File: config.mk
export PLATFORM = sky130hd
export DESIGN_NAME = id_tag_core
export DESIGN_NICKNAME = d
export VERILOG_FILES = /design/src/tag_pkg.sv /design/src/id_tag_core.sv /design/src/word_fifo.sv /design/src/line_encoder.sv
export SDC_FILE = /design/constraint.sdc
export NUM_CORES = 1
export LEC_CHECK = 0
export ABC_AREA = 1
export ABC_CLOCK_PERIOD_IN_PS = 2500
export CORE_ASPECT_RATIO = 1.5
export CORE_MARGIN = 10
export CORE_UTILIZATION = 33
export DETAILED_ROUTE_END_ITERATION = 8
export DONT_BUFFER_PORTS = 1
export PLACE_DENSITY = 0.45
export SETUP_SLACK_MARGIN = 0.15
export SYNTH_ARGS = -nofsm -noshare
export SYNTH_HDL_FRONTEND = slang
export SYNTH_HIERARCHICAL = 1
export SYNTH_SLANG_ARGS = --single-unit
File: constraint.sdc
create_clock -name pclk -period 2.5 [get_ports pclk]
set_input_delay 0.25 -clock pclk [delete_from_list [all_inputs] [get_ports pclk]]
set_output_delay 0.25 -clock pclk [all_outputs]
set_load 0.01 [all_outputs]
File: src/tag_pkg.sv
package tag_pkg;
    // ------------------------------------------------------------
    // Store layout
    // ------------------------------------------------------------
    localparam int NWORDS = 9;
    localparam int ID_WORDS = 8;
    localparam int WORD_W = 16;
    localparam int OPT_WORD = 8;
    localparam int PROT_FIRST = 4;
    localparam int PW_WORDS = 4;
    // Option word fields
    localparam int OPT_SPEED_BIT = 0;
    localparam int OPT_CODE_BIT = 1;
    localparam int OPT_WP_BIT = 2;
    localparam int OPT_RW_BIT = 3;
    // ------------------------------------------------------------
    // Bit clock
    // ------------------------------------------------------------
    localparam logic [6:0] DIV_FAST = 7'd32;
    localparam logic [6:0] DIV_SLOW = 7'd64;
    localparam int FIFO_DEPTH = 32;
    // ------------------------------------------------------------
    // Register map, byte addresses
    // ------------------------------------------------------------
    localparam logic [7:0] OFF_WORD0 = 8'h00;
    localparam logic [7:0] OFF_PASS = 8'h24;
    localparam logic [7:0] OFF_STAT = 8'h28;
    localparam logic [7:0] OFF_CTRL = 8'h2C;
    localparam int CTRL_TXEN_BIT = 0;
    localparam logic CTRL_TXEN_RST = 1'b1;
    localparam int STAT_SEEN_BIT = 7;

    typedef enum logic [1:0] {
        MODE_UNPROT = 2'b00,
        MODE_PROT = 2'b01,
        MODE_READ_ONLY = 2'b10
    } mode_t;

    typedef enum logic [1:0] {
        ST_LATCH = 2'b00,
        ST_RUN = 2'b01,
        ST_HOLD = 2'b10
    } tx_state_t;

    typedef struct packed {
        logic rw;
        logic wp;
        logic code;
        logic speed;
    } opt_t;

    typedef struct packed {
        logic running;
        logic load;
        logic supply;
        logic reader_seen;
        logic pw_ok;
        mode_t mode;
        opt_t opt;
    } stat_t;
endpackage

File: src/id_tag_core.sv
// Register access over APB and the register addresses were left to the implementer.
`timescale 1ns/1ns
// Function
// - Nine stored words, sixteen bits each
// - Sends identification words continuously, unprompted
// - Option word picks coding and rate
// - Partial lock: words 4-8 after password
// - Complete lock refuses every store word write
// - Bit period is carrier over 32/64
// - Bits sent by switching antenna load
// - Modulate only once supply reaches reset level
// - Supply below level releases the load
// - Bit0 rate, bit1 coding select
// - Bit2 full lock, bit3 partial lock
// - Options latched at power-on only
// - Full lock ignores reader modulation
module id_tag_core
    import tag_pkg::*;
#(
    parameter int ADDR_W = 8,
    parameter logic [NWORDS*WORD_W-1:0] STORE_INIT = '0,
    parameter int FIFO_DEPTH_P = FIFO_DEPTH
) (
    input wire logic pclk,
    input wire logic presetn,
    input wire logic nvm_rstn,
    input wire logic psel,
    input wire logic penable,
    input wire logic pwrite,
    input wire logic [ADDR_W-1:0] paddr,
    input wire logic [31:0] pwdata,
    output logic [31:0] prdata,
    output logic pready,
    output logic pslverr,
    input wire logic carrier_in,
    input wire logic supply_ok_in,
    input wire logic field_mod_in,
    output logic mod_load
);
    import tag_pkg::*;

    // ------------------------------------------------------------
    // Pin synchronisers
    // ------------------------------------------------------------
    logic car_s1, car_s2, car_s3, sup_s1, sup_s2, fm_s1, fm_s2;
    logic car_rise;

    always_ff @(posedge pclk or negedge presetn) begin
        if (!presetn) begin
            car_s1 <= 1'b0;
            car_s2 <= 1'b0;
            car_s3 <= 1'b0;
            sup_s1 <= 1'b0;
            sup_s2 <= 1'b0;
            fm_s1 <= 1'b0;
            fm_s2 <= 1'b0;
        end else begin
            car_s1 <= carrier_in;
            car_s2 <= car_s1;
            car_s3 <= car_s2;
            sup_s1 <= supply_ok_in;
            sup_s2 <= sup_s1;
            fm_s1 <= field_mod_in;
            fm_s2 <= fm_s1;
        end
    end
    assign car_rise = car_s2 && !car_s3;

    // ------------------------------------------------------------
    // Nonvolatile store
    // ------------------------------------------------------------
    logic [WORD_W-1:0] store_r [NWORDS];
    logic [WORD_W-1:0] store_nxt [NWORDS];

    // Own reset: the store survives power-on resets of the core
    genvar gi;
    generate
        for (gi = 0; gi < NWORDS; gi++) begin : g_word
            always_ff @(posedge pclk or negedge nvm_rstn) begin
                if (!nvm_rstn) begin
                    store_r[gi] <= STORE_INIT[gi*WORD_W +: WORD_W];
                end else begin
                    store_r[gi] <= store_nxt[gi];
                end
            end
        end
    endgenerate

    // ------------------------------------------------------------
    // Power-on latch of the option word and control state
    // ------------------------------------------------------------
    tx_state_t state_r, state_nxt;
    opt_t opt_r, opt_nxt;
    mode_t mode_r, mode_nxt;
    logic txen_r, txen_nxt, seen_r, seen_nxt;
    logic [2:0] pw_cnt_r, pw_cnt_nxt;
    logic pw_ok, run, suspend;
    logic commit;
    logic [ADDR_W-3:0] widx;
    logic word_hit;
    logic [WORD_W-1:0] opt_word;

    assign opt_word = store_r[OPT_WORD];
    assign pw_ok = (pw_cnt_r == 3'(PW_WORDS));
    // Reader modulation pauses sending unless fully locked
    assign suspend = fm_s2 && (mode_r != MODE_READ_ONLY);
    assign run = (state_r == ST_RUN);

    always_comb begin
        state_nxt = state_r;
        opt_nxt = opt_r;
        mode_nxt = mode_r;
        case (state_r)
            ST_LATCH: begin
                opt_nxt.speed = opt_word[OPT_SPEED_BIT];
                opt_nxt.code = opt_word[OPT_CODE_BIT];
                opt_nxt.wp = opt_word[OPT_WP_BIT];
                opt_nxt.rw = opt_word[OPT_RW_BIT];
                if (opt_word[OPT_WP_BIT]) begin
                    mode_nxt = MODE_READ_ONLY;
                end else if (opt_word[OPT_RW_BIT]) begin
                    mode_nxt = MODE_PROT;
                end else begin
                    mode_nxt = MODE_UNPROT;
                end
                state_nxt = ST_HOLD;
            end
            ST_RUN: begin
                if (!sup_s2 || !txen_r || suspend) begin
                    state_nxt = ST_HOLD;
                end
            end
            ST_HOLD: begin
                if (sup_s2 && txen_r && !suspend) begin
                    state_nxt = ST_RUN;
                end
            end
            default: state_nxt = ST_LATCH;
        endcase
    end

    always_ff @(posedge pclk or negedge presetn) begin
        if (!presetn) begin
            state_r <= ST_LATCH;
            opt_r <= '0;
            mode_r <= MODE_UNPROT;
        end else begin
            state_r <= state_nxt;
            opt_r <= opt_nxt;
            mode_r <= mode_nxt;
        end
    end

    // ------------------------------------------------------------
    // APB slave, one wait state
    // ------------------------------------------------------------
    logic ack_r, ack_nxt, err_r, err_nxt, wr_ok;
    logic [31:0] rd_r, rd_nxt;
    stat_t stat;

    assign widx = paddr[ADDR_W-1:2];
    assign word_hit = (paddr[1:0] == 2'b00) && (paddr >= OFF_WORD0)
        && (widx < (ADDR_W-2)'(NWORDS));
    assign commit = psel && penable && ack_r;
    // Lock mode decides which words may be rewritten
    assign wr_ok = (mode_r == MODE_UNPROT)
        || (mode_r == MODE_PROT && pw_ok
            && widx >= (ADDR_W-2)'(PROT_FIRST));

    assign stat = '{running: run, load: mod_load, supply: sup_s2,
        reader_seen: seen_r, pw_ok: pw_ok, mode: mode_r, opt: opt_r};

    always_comb begin
        ack_nxt = psel && penable && !ack_r;
        err_nxt = 1'b0;
        rd_nxt = '0;
        if (psel && penable && !ack_r) begin
            if (word_hit) begin
                rd_nxt = {16'h0000, store_r[widx[3:0]]};
                err_nxt = pwrite && !wr_ok;
            end else if (paddr == OFF_STAT) begin
                rd_nxt = 32'(stat);
            end else if (paddr == OFF_CTRL) begin
                rd_nxt = {31'h0, txen_r};
            end else if (paddr == OFF_PASS) begin
                err_nxt = !pwrite;
            end else begin
                err_nxt = 1'b1;
            end
        end
    end

    always_ff @(posedge pclk or negedge presetn) begin
        if (!presetn) begin
            ack_r <= 1'b0;
            err_r <= 1'b0;
            rd_r <= '0;
        end else begin
            ack_r <= ack_nxt;
            err_r <= err_nxt;
            rd_r <= rd_nxt;
        end
    end

    assign pready = ack_r;
    assign pslverr = ack_r && err_r;
    assign prdata = rd_r;

    // Register write effects, password exchange, sticky flag
    always_comb begin
        for (int i = 0; i < NWORDS; i++) begin
            store_nxt[i] = store_r[i];
        end
        txen_nxt = txen_r;
        pw_cnt_nxt = pw_cnt_r;
        seen_nxt = seen_r;
        if (commit && pwrite && !err_r) begin
            if (word_hit) begin
                store_nxt[widx[3:0]] = pwdata[WORD_W-1:0];
            end else if (paddr == OFF_CTRL) begin
                txen_nxt = pwdata[CTRL_TXEN_BIT];
            end else if (paddr == OFF_PASS && mode_r == MODE_PROT
                && !pw_ok) begin
                if (pwdata[WORD_W-1:0] == store_r[pw_cnt_r[1:0]]) begin
                    pw_cnt_nxt = pw_cnt_r + 3'd1;
                end else begin
                    pw_cnt_nxt = 3'd0;
                end
            end else if (paddr == OFF_STAT && pwdata[STAT_SEEN_BIT]) begin
                seen_nxt = 1'b0;
            end
        end
        // Set beats a clear in the same cycle
        if (suspend) begin
            seen_nxt = 1'b1;
        end
    end

    always_ff @(posedge pclk or negedge presetn) begin
        if (!presetn) begin
            txen_r <= CTRL_TXEN_RST;
            pw_cnt_r <= 3'd0;
            seen_r <= 1'b0;
        end else begin
            txen_r <= txen_nxt;
            pw_cnt_r <= pw_cnt_nxt;
            seen_r <= seen_nxt;
        end
    end

    // ------------------------------------------------------------
    // Bit clock from the carrier
    // ------------------------------------------------------------
    logic [6:0] div;
    logic [5:0] cc_r, cc_nxt;
    logic bit_tick, half_tick, bt_d_r, ht_d_r;

    assign div = opt_r.speed ? DIV_FAST : DIV_SLOW;
    assign bit_tick = run && car_rise && (cc_r == 6'(div - 7'd1));
    assign half_tick = run && car_rise
        && (cc_r == 6'((div >> 1) - 7'd1));

    always_comb begin
        cc_nxt = cc_r;
        if (!run) begin
            cc_nxt = 6'd0;
        end else if (car_rise) begin
            cc_nxt = bit_tick ? 6'd0 : cc_r + 6'd1;
        end
    end

    always_ff @(posedge pclk or negedge presetn) begin
        if (!presetn) begin
            cc_r <= 6'd0;
            bt_d_r <= 1'b0;
            ht_d_r <= 1'b0;
        end else begin
            cc_r <= cc_nxt;
            bt_d_r <= bit_tick;
            ht_d_r <= half_tick;
        end
    end

    // ------------------------------------------------------------
    // Word fetch into the FIFO and serialiser
    // ------------------------------------------------------------
    logic [2:0] fidx_r, fidx_nxt;
    logic f_ready, q_valid, pop;
    logic [WORD_W-1:0] q_data, shift_r, shift_nxt;
    logic [3:0] bcnt_r, bcnt_nxt;
    logic have_r, have_nxt, need;

    // Fetch stops when the FIFO fills; words 0..7 then wrap
    assign need = !have_r || (bcnt_r == 4'd15);
    assign pop = bit_tick && need && q_valid;

    always_comb begin
        fidx_nxt = fidx_r;
        if (state_r != ST_LATCH && f_ready) begin
            fidx_nxt = fidx_r + 3'd1;
        end
        shift_nxt = shift_r;
        bcnt_nxt = bcnt_r;
        have_nxt = have_r;
        if (pop) begin
            shift_nxt = q_data;
            bcnt_nxt = 4'd0;
            have_nxt = 1'b1;
        end else if (bit_tick && need) begin
            have_nxt = 1'b0;
        end else if (bit_tick) begin
            shift_nxt = {shift_r[WORD_W-2:0], 1'b0};
            bcnt_nxt = bcnt_r + 4'd1;
        end
    end

    always_ff @(posedge pclk or negedge presetn) begin
        if (!presetn) begin
            fidx_r <= 3'd0;
            shift_r <= '0;
            bcnt_r <= 4'd0;
            have_r <= 1'b0;
        end else begin
            fidx_r <= fidx_nxt;
            shift_r <= shift_nxt;
            bcnt_r <= bcnt_nxt;
            have_r <= have_nxt;
        end
    end

    word_fifo #(.WIDTH(WORD_W), .DEPTH(FIFO_DEPTH_P)) u_fifo (
        .pclk(pclk),
        .presetn(presetn),
        .in_valid(state_r != ST_LATCH),
        .in_ready(f_ready),
        .in_data(store_r[fidx_r]),
        .out_valid(q_valid),
        .out_ready(bit_tick && need),
        .out_data(q_data)
    );

    // ------------------------------------------------------------
    // Line coding and load switch
    // ------------------------------------------------------------
    logic enc_level, load_r, load_nxt;

    // No mid-bit strobe before the first word is loaded: a stray
    // one flips the biphase level and glitches the load at start
    line_encoder u_enc (
        .pclk(pclk),
        .presetn(presetn),
        .bit_start(bt_d_r),
        .mid_bit(ht_d_r && have_r),
        .data_bit(shift_r[WORD_W-1]),
        .manchester(opt_r.code),
        .level(enc_level)
    );

    // Load only while running with supply above the reset level
    assign load_nxt = enc_level && have_r && run && sup_s2;

    always_ff @(posedge pclk or negedge presetn) begin
        if (!presetn) begin
            load_r <= 1'b0;
        end else begin
            load_r <= load_nxt;
        end
    end
    assign mod_load = load_r;

    // ------------------------------------------------------------
    // Checks
    // ------------------------------------------------------------
    property p_supply_release;
        @(posedge pclk) disable iff (!presetn)
        !sup_s2 |=> !load_r;
    endproperty
    a_supply_release: assert property (p_supply_release)
        else $error("load held with supply low");

    property p_no_early_load;
        @(posedge pclk) disable iff (!presetn)
        state_r == ST_LATCH |=> !load_r [*2];
    endproperty
    a_no_early_load: assert property (p_no_early_load)
        else $error("load switched before start");

    property p_read_only_refuse;
        @(posedge pclk) disable iff (!presetn)
        commit && pwrite && word_hit && mode_r == MODE_READ_ONLY
            |-> pslverr;
    endproperty
    a_read_only_refuse: assert property (p_read_only_refuse)
        else $error("write accepted in read-only mode");

    property p_prot_low;
        @(posedge pclk) disable iff (!presetn)
        commit && pwrite && word_hit && mode_r == MODE_PROT
            && (widx < (ADDR_W-2)'(PROT_FIRST) || !pw_ok) |-> pslverr;
    endproperty
    a_prot_low: assert property (p_prot_low)
        else $error("protected word write accepted");

    // Own count of carrier rises, so the check does not lean on cc_r
    logic [6:0] rise_r, rise_nxt;

    always_comb begin
        rise_nxt = rise_r;
        if (!run || bit_tick) begin
            rise_nxt = 7'd0;
        end else if (car_rise) begin
            rise_nxt = rise_r + 7'd1;
        end
    end

    always_ff @(posedge pclk or negedge presetn) begin
        if (!presetn) begin
            rise_r <= 7'd0;
        end else begin
            rise_r <= rise_nxt;
        end
    end

    property p_bit_period;
        @(posedge pclk) disable iff (!presetn)
        bit_tick |-> rise_r == (opt_r.speed ? 7'd31 : 7'd63);
    endproperty
    a_bit_period: assert property (p_bit_period)
        else $error("bit period not carrier/32 or /64");

    property p_opt_frozen;
        @(posedge pclk) disable iff (!presetn)
        state_r != ST_LATCH |=> $stable(opt_r) && $stable(mode_r);
    endproperty
    a_opt_frozen: assert property (p_opt_frozen)
        else $error("options changed after power-on latch");

    property p_read_only_ignore;
        @(posedge pclk) disable iff (!presetn)
        run && mode_r == MODE_READ_ONLY && sup_s2 && txen_r |=> run;
    endproperty
    a_read_only_ignore: assert property (p_read_only_ignore)
        else $error("read-only tag reacted to reader");

    property p_msb_first;
        @(posedge pclk) disable iff (!presetn)
        pop |=> shift_r == $past(q_data) && bcnt_r == 4'd0;
    endproperty
    a_msb_first: assert property (p_msb_first)
        else $error("word not loaded for MSB-first send");

    property p_fetch_wrap;
        @(posedge pclk) disable iff (!presetn)
        fidx_r == 3'd7 && f_ready && state_r != ST_LATCH
            |=> fidx_r == 3'd0;
    endproperty
    a_fetch_wrap: assert property (p_fetch_wrap)
        else $error("identification words did not wrap");
endmodule

File: src/word_fifo.sv
`timescale 1ns/1ns
module word_fifo #(
    parameter int WIDTH = 16,
    parameter int DEPTH = 32
) (
    input wire logic pclk,
    input wire logic presetn,
    input wire logic in_valid,
    output logic in_ready,
    input wire logic [WIDTH-1:0] in_data,
    output logic out_valid,
    input wire logic out_ready,
    output logic [WIDTH-1:0] out_data
);
    localparam int AW = $clog2(DEPTH);
    localparam logic [AW:0] FULL_CNT = (AW+1)'(DEPTH);
    localparam logic [AW-1:0] LAST = (AW)'(DEPTH - 1);

    logic [WIDTH-1:0] mem_r [DEPTH];
    logic [AW-1:0] wr_r, wr_nxt, rd_r, rd_nxt;
    logic [AW:0] cnt_r, cnt_nxt;
    logic push, pop;

    assign in_ready = (cnt_r != FULL_CNT);
    assign out_valid = (cnt_r != '0);
    assign out_data = mem_r[rd_r];
    assign push = in_valid && in_ready;
    assign pop = out_valid && out_ready;

    always_comb begin
        wr_nxt = wr_r;
        rd_nxt = rd_r;
        cnt_nxt = cnt_r;
        if (push) begin
            wr_nxt = (wr_r == LAST) ? '0 : wr_r + 1'b1;
        end
        if (pop) begin
            rd_nxt = (rd_r == LAST) ? '0 : rd_r + 1'b1;
        end
        if (push && !pop) begin
            cnt_nxt = cnt_r + 1'b1;
        end else if (pop && !push) begin
            cnt_nxt = cnt_r - 1'b1;
        end
    end

    always_ff @(posedge pclk or negedge presetn) begin
        if (!presetn) begin
            wr_r <= '0;
            rd_r <= '0;
            cnt_r <= '0;
        end else begin
            wr_r <= wr_nxt;
            rd_r <= rd_nxt;
            cnt_r <= cnt_nxt;
        end
    end

    // Storage needs no reset; count guards every read
    always_ff @(posedge pclk) begin
        if (push) begin
            mem_r[wr_r] <= in_data;
        end
    end
endmodule

File: src/line_encoder.sv
`timescale 1ns/1ns
module line_encoder (
    input wire logic pclk,
    input wire logic presetn,
    input wire logic bit_start,
    input wire logic mid_bit,
    input wire logic data_bit,
    input wire logic manchester,
    output logic level
);
    logic level_r, level_nxt;

    always_comb begin
        level_nxt = level_r;
        if (manchester) begin
            if (bit_start) begin
                level_nxt = data_bit;
            end else if (mid_bit) begin
                level_nxt = !data_bit;
            end
        end else begin
            if (bit_start) begin
                level_nxt = !level_r;
            end else if (mid_bit && !data_bit) begin
                level_nxt = !level_r;
            end
        end
    end

    always_ff @(posedge pclk or negedge presetn) begin
        if (!presetn) begin
            level_r <= 1'b0;
        end else begin
            level_r <= level_nxt;
        end
    end

    assign level = level_r;

    property p_manch_mid;
        @(posedge pclk) disable iff (!presetn)
        manchester && mid_bit && !bit_start |=> level_r == !$past(data_bit);
    endproperty
    a_manch_mid: assert property (p_manch_mid)
        else $error("manchester mid-bit level wrong");

    property p_biphase_edge;
        @(posedge pclk) disable iff (!presetn)
        !manchester && bit_start |=> level_r != $past(level_r);
    endproperty
    a_biphase_edge: assert property (p_biphase_edge)
        else $error("biphase boundary transition missing");
endmodule

# Word-level counts from Yosys, hierarchy flattened
# Memory sizes are Yosys's and may differ from the RTL's.
# Cells that the tools add are included.
# word_totals
regBits,248
mem_bits_rw,512
in_bits,49
output_inout_bits,35
word_cells,210
n_memories,1
# mem_list
name,depth,word_bits,rd,rd_ports_with_merged_regs,write_ports,line,source
u_fifo.mem_r,32,16,1,0,1,word_fifo.sv:19,logic [WIDTH-1:0] mem_r [DEPTH];
# op_classes
addsub,10
magnitude_cmp,7
n_eq_ne,23
n_mux,56
bitwise,5
n_reduce_logical,68
# ops
operator,n
2-to-1 mux 16 bit,10
bitwise mux 144 bit,1
binary-select mux 16 bit (select 4 bit),2
2-to-1 mux 32 bit,3
demux 16 bit (select 4 bit),1
binary-select mux 16 bit (select 3 bit),1
logical AND 1 bit,32
2-to-1 mux 6 bit,5
equality test 8 x 6 -> 1 bit (second input constant),3
2-to-1 mux 1 bit,22
subtractor 6 x 1 -> 6 bit (second input constant),3
equality test 16 bit,1
logical NOT 1 bit,14
!= test 2 bit (second input constant),7
adder 6 x 1 -> 6 bit (second input constant),2
equality test 6 bit,2
2-to-1 mux 4 bit,3
nonzero test 2 bit,6
adder 5 x 1 -> 5 bit (second input constant),2
equality test 5 bit (second input constant),2
2-to-1 mux 5 bit,2
>= comparator 8 x 1 -> 1 bit (second input constant),1
AND reduction 2 bit,4
2-to-1 mux 7 bit,1
29 further kinds,39

# Depth between registers and ports, before layout
# depth
depth_word,9
depth_mapped,18
depth_no_buf,17

# By module
# Netlist, hierarchy kept.
# by_module_without_submodules
mod,n_inst,cells_per_inst,area_per_inst_um2,seq_area_each_um2
word_fifo,1,1918,21967.3,15775.1
id_tag_core,1,1482,11538.6,5356.4
line_encoder,1,14,77.6,25.0

# Worst setup path after synthesis
# No wires, ideal clock.
# synth_path
path_kind,register to register
from,register bcnt_r[0]
to,register u_fifo.cnt_r[3]
setup_time_ns,0.126
arrival_ns,2.435
required_ns,2.374
setup_slack_ns,-0.061
stages_incl_launch_ff,16
path_buffers,1
synth_period_minus_slack_ns,2.561
path_cell_list,dfrtp_1 ha_1 inv_1 o31ai_1 inv_2 nor2_1 nand2_1 buf_2 ha_1 inv_1 ha_1 nand3_1 nand3_1 or2_2 nand3_1 o21ai_0
# synth_between
elab_chain_cells,7
elab_cells_between_ends,9
cone_classes,eq/ne: 1; mux: 1; reduce/logical: 7
# synth_lines
item,line,source
from (decl),id_tag_core.sv:290,"logic [3:0] bcnt_r, bcnt_nxt;"
from (signal assigned),id_tag_core.sv:326,bcnt_r <= bcnt_nxt;
equality test 4 bit *,id_tag_core.sv:294,assign need = !have_r || (bcnt_r == 4'd15);
logical OR 1 bit *,id_tag_core.sv:294,
logical AND 1 bit *,id_tag_core.sv:338,".out_ready(bit_tick && need),"
logical AND 1 bit *,word_fifo.sv:28,assign pop = out_valid && out_ready;
logical NOT 1 bit,word_fifo.sv:40,if (push && !pop) begin
logical AND 1 bit,word_fifo.sv:40,
2-to-1 mux 6 bit / nonzero test 2 bit (equally long branches),--,
to (signal assigned),word_fifo.sv:55,cnt_r <= cnt_nxt;
to (decl),word_fifo.sv:21,"logic [AW:0] cnt_r, cnt_nxt;"
# Mark *: on every way between the ends. The rest lies on a longest branch, timed or not.
# A chain may end at the register's enable or synchronous reset.

# Worst setup path after layout
# layout_path
from,register opt_r[0] (netlist bit)
to,register u_fifo.cnt_r[3]
# layout_between
elab_chain_cells,9
elab_cells_between_ends,11
cone_classes,add/sub: 1; eq/ne: 1; mux: 2; reduce/logical: 7
# layout_lines
item,line,source
from (decl),id_tag_core.sv:93,"opt_t opt_r, opt_nxt;"
from (signal assigned),id_tag_core.sv:149,opt_r <= opt_nxt;
2-to-1 mux 7 bit *,id_tag_core.sv:258,assign div = opt_r.speed ? DIV_FAST : DIV_SLOW;
subtractor 6 x 1 -> 6 bit *,id_tag_core.sv:259,assign bit_tick = run && car_rise && (cc_r == 6'(div - 7'd1));
equality test 6 bit *,id_tag_core.sv:259,
logical AND 1 bit *,id_tag_core.sv:259,
logical AND 1 bit *,id_tag_core.sv:338,
logical AND 1 bit *,word_fifo.sv:28,
logical NOT 1 bit,word_fifo.sv:40,
logical AND 1 bit,word_fifo.sv:40,
2-to-1 mux 6 bit / nonzero test 2 bit (equally long branches),--,
# Marks and branches as above.

==> impl_table.tex <==
\begin{tabular}{lr}
\hline
Metric & Value \\
\hline
\multicolumn{2}{l}{\textbf{Run status}} \\
Run status & finished, violations left \\
Violated checks & hold timing \\
\multicolumn{2}{l}{\textbf{Layout}} \\
Area occupied by multi-input gates & around 11000 sq um \\
Summed area of non-filler cells in the final layout & 39300 sq um \\
Number of fill cells in the layout & around 9.9k \\
Number of nets in the finished design & about 3.6k \\
Sequential Area & roughly 21000 sq um \\
Fraction of final layout cells with drive strength greater than 1 & around an eighth \\
Area growth from synthesis to final layout & 17.1\% \\
\multicolumn{2}{l}{\textbf{Synthesis}} \\
Synth Warn \# & 6 \\
Leading register cell type out of synthesis & edfxtp\_1 \\
Share of the synthesized area in the top cell type & a little under half \\
Number of register bits inferred by synthesis & approximately 740 \\
Fraction of registers with async set or reset after synthesis & 31.1\% \\
Number of standard cells after synthesis & 3414 \\
Synth unique cells & 42 \\
Cell types with the largest area share after synthesis & edfxtp\_1 46\%, dfrtp\_1 17\%, nand2\_1 13\% \\
Cell type with the largest total area after synthesis & edfxtp\_1 \\
Number of enable-type register cells in the synthesized netlist & between 500 and 600 \\
Share of synthesized area occupied by flip-flops and latches & between 60\% and 70\% \\
Total standard cell area after synthesis & about 34000 sq um \\
Average size of a mapped cell & about 9.8 sq um \\
\multicolumn{2}{l}{\textbf{STA}} \\
Fin crit period & around 2300 ps \\
Post-route worst setup slack & around 230 ps \\
Final max-slew violation count & 0 \\
Final Hold Vio Count & 144 \\
Maximum frequency from static timing analysis & between 400 and 500 MHz \\
Unrepaired setup endpoints after global routing & yes \\
Transition time at the pin with the least slew margin & 858 ps \\
Clock Skews & about 36 ps \\
Final period util & between 90 and 100\% \\
Smallest hold slack & -744 ps \\
Final sum of negative setup slack & 0 ps \\
Final number of setup-violating endpoints & 0 \\
Max-slew headroom & 42.8\% \\
\multicolumn{2}{l}{\textbf{Clock network}} \\
CTS sink count & $\sim$740 \\
Clock latency on the worst-skew pair & a little under 700 ps \\
TritonCTS clock tree & yes \\
CTS max path bufs & 3 \\
Clock-pin slew of the registers on the worst-case setup and hold paths & $\sim$70 ps \\
Hold buffer count at CTS & 38 \\
Root Buffer Master & clkbuf\_16 \\
Number of H-tree branching levels & 3 \\
TritonCTS Buffers & 74 \\
\multicolumn{2}{l}{\textbf{Setup path}} \\
Count of cells along the worst register-to-register path & 13 \\
Worst reg2reg path endpoint & u\_fifo/cnt\_r[3] \\
Worst EP arrival & between 2000 and 3000 ps \\
Reg-to-reg critical path startpoint & opt\_r[0] \\
Crit path required time & between 3000 and 4000 ps \\
Worst reg-to-reg setup slack & around 230 ps \\
Largest driver fanout on the critical path & 5 \\
CP startpoint kind & flip-flop \\
Worst Path Class, Setup & flip-flop to flip-flop \\
Critical Path End Type & flip-flop \\
\multicolumn{2}{l}{\textbf{Die}} \\
Y dimension of the die & between 400 and 500 um \\
Boundary pin count & 84 \\
Area of the core & 101000 sq um \\
Initial Utilization & about 33\% \\
Full die area & between 100000 and 150000 sq um \\
Placement row count & $\sim$140 \\
Width of the die & $\sim$280 um \\
\multicolumn{2}{l}{\textbf{Drt}} \\
Wire length after detailed routing & 109000 um \\
Count of unresolved DRC violations after routing & 0 \\
Antenna-violating nets left & 0 \\
Drt first pass iters & 6 \\
Wire length per cell after detailed routing & around 22 um \\
Via-per-instance ratio & about 5 \\
Vias post-DR & around 24k \\
DRT iter0 DRCs & 1612 \\
Routed length on met1 & between 40000 and 50000 um \\
Met3 wire length & roughly 3900 um \\
Highest routed metal layer & met4 \\
DR WL met2 & $\sim$60000 um \\
\multicolumn{2}{l}{\textbf{Place}} \\
Post-place instance area & 36000 sq um \\
Pre-CTS setup slack & 44.0 ps \\
Post-detail-place hpwl & around 67000 um \\
Routability congestion estimate from global placement & about 0.81 \\
Quantity of I/O buffers inserted on ports & 0 \\
\multicolumn{2}{l}{\textbf{Flow run}} \\
Max-cap violations & 0 \\
\multicolumn{2}{l}{\textbf{GRT}} \\
Global-route wire length before repair & around 160000 um \\
Via count of the first global-routing pass & approximately 24k \\
Total congestion overflow after global routing & 0 \\
Number of antenna violations at the first check in global routing & 0 \\
Pin count of the biggest net entering global routing & roughly 150 \\
Global-route usage over all layers & between 10\% and 20\% \\
\multicolumn{2}{l}{\textbf{Power and ir drop}} \\
Lkg Pwr & 0.0152 uW \\
Power density relative to cell area & roughly 900 nW/um\^{}2 \\
Maximum vdd ir drop & between 0.0005 and 0.0006 V \\
\multicolumn{2}{l}{\textbf{Min path}} \\
Worst min-delay path category & primary input to async pin \\
\hline
\end{tabular}
## cells by family after synthesis
family          share of synthesized area, %
flops                                   63.0
compound gates                          7.33
xor+xnor                               0.313
buf+inv                                 5.79
fa+ha+maj                              0.730
simple gates                            22.8
other cells                           0.0112
## repair_timing
| action | in CTS | in global routing |
|---|---|---|
| setup buffers | 2 | 3 |
| endpoints found under the hold margin | 397 | 144 |
| gates cloned | 2 | 2 |
| setup endpoints to repair | 85 | 98 |
| pin swaps | 5 | 11 |
| resized for setup | 14 | 34 |
## routing by layer
metal  GRT usage (%)  vias up
met2            35.1      511
li1                -    11800
met1            21.3    11900
met3            2.03      150
met4            7.10        0
met5               0        -
## sequential cells by signal (all words and copies together) (netlist names), 2 cells and up
register and count:
u_fifo/mem_r 512, store_r 128, opt_word 16, prdata 16
shift_r 16, cc_r 6, u_fifo/cnt_r 6, u_fifo/rd_r 5
u_fifo/wr_r 5, bcnt_r 4, opt_r 4, fidx_r 3
pw_cnt_r 3, state_r 2
## report_power, final
group	leakage, uW	switching [uW]	internal (uW)	total [uW]
sequential	0.00784	363	16400	16700
combinational	0.00612	5760	1940	7700
clock	0.00125	5240	6710	12000
## critical path, stage by stage (launching register included)
cell and delay (ps):
dfrtp_1 410, xnor2_1 160, nor2_1 140, nand4_1 190, nor2_4 140, nand2_2 80, ha_4 190, inv_8 80
ha_4 200, nand3_2 80, nand3_2 100, or2_4 230, nand3_1 60, o21ai_1 60
## cell usage after synthesis, types with 3 or more instances
| library cell | n |
|---|---|
| a21oi_1 | 111 |
| a31oi_1 | 17 |
| buf_1 | 7 |
| buf_2 | 91 |
| buf_4 | 23 |
| buf_6 | 45 |
| clkbuf_1 | 46 |
| clkinv_1 | 9 |
| dfrtp_1 | 230 |
| edfxtp_1 | 512 |
| ha_1 | 18 |
| inv_1 | 140 |
| inv_2 | 12 |
| nand2_1 | 1123 |
| nand3_1 | 453 |
| nand3_4 | 9 |
| nand4_1 | 7 |
| nor2_1 | 137 |
| nor2_4 | 3 |
| nor3_1 | 71 |
| o211ai_1 | 3 |
| o21ai_0 | 131 |
| o21ai_1 | 140 |
| o21ai_2 | 10 |
| o221ai_1 | 15 |
| o22ai_1 | 7 |
| o31ai_1 | 16 |
| xnor2_1 | 4 |
| xor2_1 | 8 |
## layout make-up
type | instances | area share (%)
Antenna cell | 2 | 0.0127
Clock buffer | 93 | 5.15
Clock inverter | 45 | 1.47
Inverter | 162 | 1.61
Multi-Input combinational cell | 2316 | 28.4
Sequential cell | 743 | 53.8
Tap cell | 1305 | 4.15
Timing Repair Buffer | 210 | 5.38
## cell usage in the layout, fill, tap and decap left out, types with 9 or more instances in the layout
master	count
nand2_1	1120
edfxtp_1	512
nand3_1	450
dfrtp_1	228
o21ai_1	147
buf_4	138
inv_1	136
nor2_1	132
o21ai_0	121
a21oi_1	108
clkbuf_16	75
nor3_1	39
dlygate4sd3_1	37
buf_12	34
nor3_2	32
a31oi_4	20
clkinv_1	18
conb_1	16
o31ai_1	15
o221ai_1	15
inv_2	13
o21ai_2	12
ha_1	11
clkinv_2	10
clkbuf_1	10
nand3_4	9
## through the flow
step           power (uW)  std cells  utilization [%]
3_3_place_gp        24200       4689             35.7
2_1_floorplan       20100       3429                -
4_1_cts             36600       4869             38.7
6_report            36400       4876             38.9
3_5_place_dp        24300       4689             35.7
5_1_grt             37800       4874             38.9
## worst max-delay path by stage
stage	start	to	slack [ps]	cells after the start
final	opt_r[0]	u_fifo/cnt_r[3]	230	13
after global routing	bcnt_r[0]	u_fifo/cnt_r[4]	110	13
after CTS	cc_r[1]	u_fifo/cnt_r[3]	60	14
after detailed placement	cc_r[1]	u_fifo/cnt_r[3]	40	14
after global placement	cc_r[1]	u_fifo/cnt_r[3]	60	14
after floorplan	u_fifo/cnt_r[0]	u_fifo/mem_r[2][0]	20	7
Note: power is estimated with default switching activity, not from simulation.
